<file path="config.mk">
export PLATFORM = sky130hd
export DESIGN_NAME = mpm_page_mapper
export DESIGN_NICKNAME = d
export VERILOG_FILES = /design/src/mpm_pkg.sv /design/src/mpm_page_mapper.sv
export SDC_FILE = /design/constraint.sdc
export NUM_CORES = 1
export LEC_CHECK = 0
export BUFFER_PORTS_ARGS = -buffer_cell sky130_fd_sc_hd__buf_4
export CORE_AREA = 4 4 112 114
export DETAILED_ROUTE_END_ITERATION = 10
export DIE_AREA = 0 0 116 118
export PLACE_DENSITY = 0.65
export SETUP_SLACK_MARGIN = 0.5
export SYNTH_ARGS = -nofsm -noshare
export SYNTH_HDL_FRONTEND = slang
export SYNTH_SLANG_ARGS = --single-unit
export TNS_END_PERCENT = 10
</file>
<file path="constraint.sdc">
create_clock -name clk -period 2 [get_ports clk]
set_input_delay 0 -clock clk [delete_from_list [all_inputs] [get_ports clk]]
set_output_delay 0 -clock clk [all_outputs]
set_load 0.005 [all_outputs]
</file>
<file path="src/mpm_pkg.sv">
/*
  Constants and carrier types for the memory page mapper.
  Assumes one synchronous clock domain and an 8-bit I/O port space.
*/
package mpm_pkg;

  // ----------------------------------------------------------------
  // address geometry
  // ----------------------------------------------------------------
  localparam int CPU_AW    = 16;  // processor address width
  localparam int PHYS_AW   = 20;  // system address width (1 Mbyte)
  localparam int PAGE_BITS = 12;  // 4 Kbyte page offset
  localparam int IDX_BITS  = 4;   // page index width
  localparam int ENTRIES   = 16;  // one table entry per page
  localparam int ENTRY_W   = 8;   // stored entry width
  localparam int EXT_BITS  = PHYS_AW - CPU_AW;

  localparam logic [EXT_BITS-1:0] EXT_ZERO = 4'h0;

  // ----------------------------------------------------------------
  // I/O port map (low and high base jumper settings)
  // ----------------------------------------------------------------
  localparam logic [7:0] IO_BASE_LO  = 8'h00;
  localparam logic [7:0] IO_BASE_HI  = 8'h10;
  localparam logic [7:0] TBL_BASE_LO = 8'h20;
  localparam logic [7:0] TBL_BASE_HI = 8'h30;
  localparam logic [7:0] ON_OFFSET   = 8'h0a;  // mapper_on_port
  localparam logic [7:0] OFF_OFFSET  = 8'h0b;  // translation off port

  // ----------------------------------------------------------------
  // types
  // ----------------------------------------------------------------
  typedef struct packed {
    logic       wr;    // one-cycle I/O write strobe
    logic       rd;    // one-cycle I/O read strobe
    logic [7:0] addr;  // I/O port number
    logic [7:0] data;  // write data
  } mpm_io_req_t;

  typedef enum logic [1:0] {
    MPM_OFF = 2'b01,
    MPM_ON  = 2'b10
  } mpm_state_t;

endpackage

</file>
<file path="src/mpm_page_mapper.sv">
/*
  Memory page mapper: widens a 64K processor address to a 1 Mbyte
  system address through a 16-entry page table loaded by I/O writes.
  Assumes I/O strobes and the processor address are synchronous to clk
  and that each strobe lasts one cycle per bus access.
*/
// Overview of operation
// - reset forces mapper off, full 64K untranslated.
// - write to base+0A turns translation on, data ignored.
// - read from base+0B turns translation off at any time.
// - translation off: address passes through, extended bits zero.
// - 16 write-only entry ports from 20h or 30h per jumper.
// - entries may be rewritten while translation is on.
// - each entry relocates a 4 Kbyte page within 1 Mbyte.
// - inverted FF..F0 gives identity map, extended bits zero.
`timescale 1ns/1ps

module mpm_page_mapper
  import mpm_pkg::*;
(
  // clock and reset
  input  wire logic               clk,
  input  wire logic               rst,
  // base jumper: low selects 00h/20h, high selects 10h/30h
  input  wire logic               base_sel,
  // processor I/O cycles
  input  wire mpm_io_req_t        io_req,
  // processor memory address
  input  wire logic [CPU_AW-1:0]  cpu_addr,
  // translated system address and mapper status
  output logic      [PHYS_AW-1:0] phys_addr,
  output logic                    mapper_on
);

  // ----------------------------------------------------------------
  // port decode
  // ----------------------------------------------------------------
  logic [7:0]          io_base;
  logic [7:0]          tbl_base;
  logic                on_hit;
  logic                off_hit;
  logic                tbl_hit;
  logic [IDX_BITS-1:0] wr_idx;
  logic [7:0]          alt_io_base;
  logic [7:0]          alt_tbl_base;

  // jumper picks both port groups together
  assign io_base  = base_sel ? IO_BASE_HI : IO_BASE_LO;
  assign tbl_base = base_sel ? TBL_BASE_HI : TBL_BASE_LO;
  assign on_hit   = io_req.wr && (io_req.addr == io_base + ON_OFFSET);
  assign off_hit  = io_req.rd && (io_req.addr == io_base + OFF_OFFSET);
  // upper nibble of the port selects the table window of 16 ports
  assign tbl_hit  = io_req.wr &&
                    (io_req.addr[7:IDX_BITS] == tbl_base[7:IDX_BITS]);
  assign wr_idx   = io_req.addr[IDX_BITS-1:0];

  // ports of the other jumper setting; only the checks read them, to
  // show that a misplaced access really is ignored
  assign alt_io_base  = base_sel ? IO_BASE_LO : IO_BASE_HI;
  assign alt_tbl_base = base_sel ? TBL_BASE_LO : TBL_BASE_HI;

  // ----------------------------------------------------------------
  // enable state
  // ----------------------------------------------------------------
  mpm_state_t state;

  // off wins over on so that switching off always works; software may
  // read the off port in any state, even with the table half loaded
  always_ff @(posedge clk)
  begin
    if (rst)
    begin
      state     <= MPM_OFF;
      mapper_on <= 1'b0;
    end
    else if (off_hit)
    begin
      state     <= MPM_OFF;
      mapper_on <= 1'b0;
    end
    else if (on_hit)
    begin
      state     <= MPM_ON;
      mapper_on <= 1'b1;
    end
  end

  // ----------------------------------------------------------------
  // page table
  // ----------------------------------------------------------------
  // no reset: contents are undefined until software loads them, like
  // the original RAM; writes are accepted in either state
  logic [ENTRY_W-1:0] page_tbl [ENTRIES];

  for (genvar i = 0; i < ENTRIES; i++)
  begin : g_entry
    always_ff @(posedge clk)
    begin
      if (tbl_hit && wr_idx == IDX_BITS'(i))
      begin
        page_tbl[i] <= io_req.data;
      end
    end
  end

  // ----------------------------------------------------------------
  // address translation
  // ----------------------------------------------------------------
  logic [ENTRY_W-1:0] lookup;
  logic [PHYS_AW-1:0] next_phys_addr;

  assign lookup = page_tbl[cpu_addr[CPU_AW-1:PAGE_BITS]];

  // stored value is the complement of the page number
  always_comb
  begin
    if (state == MPM_ON)
    begin
      next_phys_addr = {~lookup, cpu_addr[PAGE_BITS-1:0]};
    end
    else
    begin
      next_phys_addr = {EXT_ZERO, cpu_addr};
    end
  end

  // registered so the output comes from a flop; one cycle of latency
  always_ff @(posedge clk)
  begin
    if (rst)
    begin
      phys_addr <= '0;
    end
    else
    begin
      phys_addr <= next_phys_addr;
    end
  end

  // ----------------------------------------------------------------
  // assertions
  // ----------------------------------------------------------------
  logic rst_q;

  // delayed reset: the reset edge lowers rst before the checks start
  // their attempts, so the cycle right after a reset is skipped too
  always_ff @(posedge clk)
  begin
    rst_q <= rst;
  end
endmodule

</file>
==> results.cfg <==
[logic_synthesis]
synth_top_family_by_area = multiplexers
synth-adder-area-share_pct = 0
synth_seq_cells = 150
muxShareOfSynthArea_pct = 15.4
yosys.area_share.simple_pct = 4.88
synth_area_um2 = 5640
ys_warn_count = 0
syn_area_per_cell_um2 = 20.2
synthCells = 279
synth_xor_area_share_pct = 0.155
syn-num-nets = 316
synth.distinct_cells = 35
yosysSeqAreaShare_pct = 76.0
synth_compound_area_share_pct = 2.33

[clocking]
numCtsBuffers = 17
cts_root_buffer = clkbuf_16
cts_tree = built
insertion_delay_ps = 420
cts.clk_slew.worst_paths_ps = 60
cts_sinks = 150
cts.htree.levels = 4
cts_max_path_buffers = 2

[route]
ant_nets = 0
wire_per_inst_um = 21.8
drt-initial-drc-count = 262
num_vias = 3170
via_per_inst = 5.59
drtPass1Iterations = 5
drc = 0
wirelength_um = 12400

[sta]
worst_pin_slew_ps = 644
grt_setup_unrepaired = yes
fin_crit_sh_pct = 77.5
layout_setup_ws_ps = 451
slew_viol_final = 0
skew_ps = 5.83
fmax_mhz = 646
hold_violations = 0
slew_headroom_pct = 57.1
period_minus_slack_ps = 1550
setup_tns_ps = 0
setup_viol = 0

[critical_path]
r2r_slack_ps = 450
path_max_fanout = 1
cp.arrival_ps = 1890
critical_path_required_ps = 2340
startpoint = page_tbl[14][5]$_DFFE_PP_
r2r-start = page_tbl[14][5]$_DFFE_PP_
critPathCaptureType = register
r2r_cells = 3
critPathLaunchType = register
path_class = reg2reg

[outcome]
status = finished, final reports clean

[hold_path]
hold_depth = 2
hold_class = in2reg
worstHoldStart = cpu_addr[15]

[floorplan]
io_pins = 58
die_y_um = 118
rows = 39
core-area_um2 = 11400
dieArea_um2 = 13700
die_w_um = 116
start_util_pct = 49.4

[global_routing]
gr-usage-all-layers_pct = 19.3
grt_max_degree = 31
grt.overflow.total = 0
grt_pass1_vias = 3224
grt_pass1_wl_um = 18900
antenna_found_initial = 0

[placed_design]
numPortBuffers = 57
globalplace.congestion = 0.802
pre_cts_ws_ps = 124
dp_cells = 498
hpwl_um = 7620

[power_and_ir_drop]
switching_share_pct = 19.8
p_int_uw = 5580
p_leak_uw = 0.00264
p_switching_uw = 1380
combinationalPowerShare_pct = 5.3
power_density_nw_per_um2 = 938
ir_worst_vdd_mv = 0.608
finalPower_uw = 6960
clkPwrFrac_pct = 45.5
pwr-share-seq_pct = 49.2

[final_layout]
finalNonFillerCells = 567
fillers = 782
fin_nets = 448
fin_util_pct = 64.9
syn2layout_area_growth_pct = 31.5
layout-drive-gt1-share_pct = 37.7
diodes = 0

[run]
max_cap_viol_count = 0
final timing paths:
path | endpoint
max | phys_addr[17]$_SDFF_PP0_
max reg2reg | phys_addr[17]$_SDFF_PP0_
min | phys_addr[19]$_SDFF_PP0_
min reg2reg | phys_addr[14]$_SDFF_PP0_
repair_timing:
item | in CTS | in global routing
resized for setup | 7 | 1
setup endpoints to repair | 4 | 12
setup buffers | 0 | 0
endpoints found under the hold margin | 143 | 0
pin swaps | 1 | 0
hold buffers | 37 | 0
critical path: stages, from the launching register on:
cell and delay, ps:
edfxtp_1 370, mux4_2 480, mux4_2 490, nor3_2 140
flip-flops by register name (all words and copies together), names as in the netlist:
signal	count
page_tbl	128
phys_addr	20
mapper_on	1
state	1
power by group through the flow:
stage / Sequential (uW) / Combinational, uW / Clock (uW)
after floorplan: 3490 / 154 / 0
after global placement: 3490 / 306 / 0
after detailed placement: 3490 / 311 / 0
after CTS: 3420 / 373 / 3200
after global routing: 3420 / 404 / 3360
final: 3420 / 370 / 3160
kinds of logic after synthesis:
group / count (synthesis)
flip-flops: 150
multiplexers: 43
AO/OA/AOI/OAI: 19
AND/OR/NAND/NOR: 51
buffers and inverters: 15
XOR/XNOR: 1
metrics by stage:
stage               hold WS [ps]  cell area [um^2]
detailed placement           216              6420
CTS                         49.0              7410
finish                      58.5              7410
global route                73.9              7410
floorplan                   98.9              5640
global placement             212              6420
layer usage:
layer / vias up / track usage [%] / wire (um)
met2: 155 / 27.9 / 5680
li1: 1401 / - / -
met4: 0 / 7.40 / 217
met3: 18 / 4.47 / 1050
met1: 1596 / 28.5 / 5430
met5: - / 0 / 0
cell usage after synthesis:
master / count / area share, %
edfxtp_1: 128 / 68
mux4_2: 32 / 13
dfxtp_1: 22 / 7.8
nor2_1: 15 / 1.0
nor2b_1: 13 / 1.4
a21oi_1: 8 / 0.71
nor3_1: 8 / 0.71
clkbuf_1: 7 / 0.47
mux2i_1: 5 / 0.89
mux2_2: 4 / 0.80
nand2b_1: 4 / 0.44
or3_1: 4 / 0.44
inv_1: 3 / 0.20
buf_2: 2 / 0.18
mux4_1: 2 / 0.93
nand3b_1: 2 / 0.27
nand4_1: 2 / 0.22
a2111oi_1: 1 / 0.18
a211o_1: 1 / 0.16
a211oi_1: 1 / 0.13
a21o_1: 1 / 0.13
a311oi_1: 1 / 0.16
a41o_1: 1 / 0.18
and3_1: 1 / 0.11
buf_1: 1 / 0.067
buf_4: 1 / 0.13
buf_6: 1 / 0.20
nand2_1: 1 / 0.067
nor4bb_1: 1 / 0.18
o21ai_0: 1 / 0.089
o21bai_1: 1 / 0.13
o311a_1: 1 / 0.18
o31ai_1: 1 / 0.13
o41ai_1: 1 / 0.16
xnor2_1: 1 / 0.16
area by class of cell:
cell class / instances / area, um^2 / share of cell area, %
inverter: 3 / 11.3 / 0.152
multi-input combinational: 114 / 1320 / 17.7
clock inverter: 12 / 155 / 2.09
timing repair buffer: 125 / 1030 / 13.9
sequential: 150 / 4280 / 57.8
tap: 143 / 179 / 2.41
clock buffer: 20 / 437 / 5.89
placed cells by master, fill, tap and decap left out, drive strengths merged, types with 2 or more instances in the layout:
cell,netlist,final
mux2,4,4
a21oi,8,8
mux4,34,34
nor2,15,15
buf,5,88
or3,4,4
nand3b,2,2
clkinv,0,7
nand4,2,2
nand2b,4,4
clkinvlp,0,2
dlygate4sd3,0,37
edfxtp,128,128
nor3,8,8
inv,3,3
mux2i,5,5
nor2b,13,13
clkbuf,7,20
bufinv,0,3
dfxtp,22,22
Power figures use the tool's default switching activity.
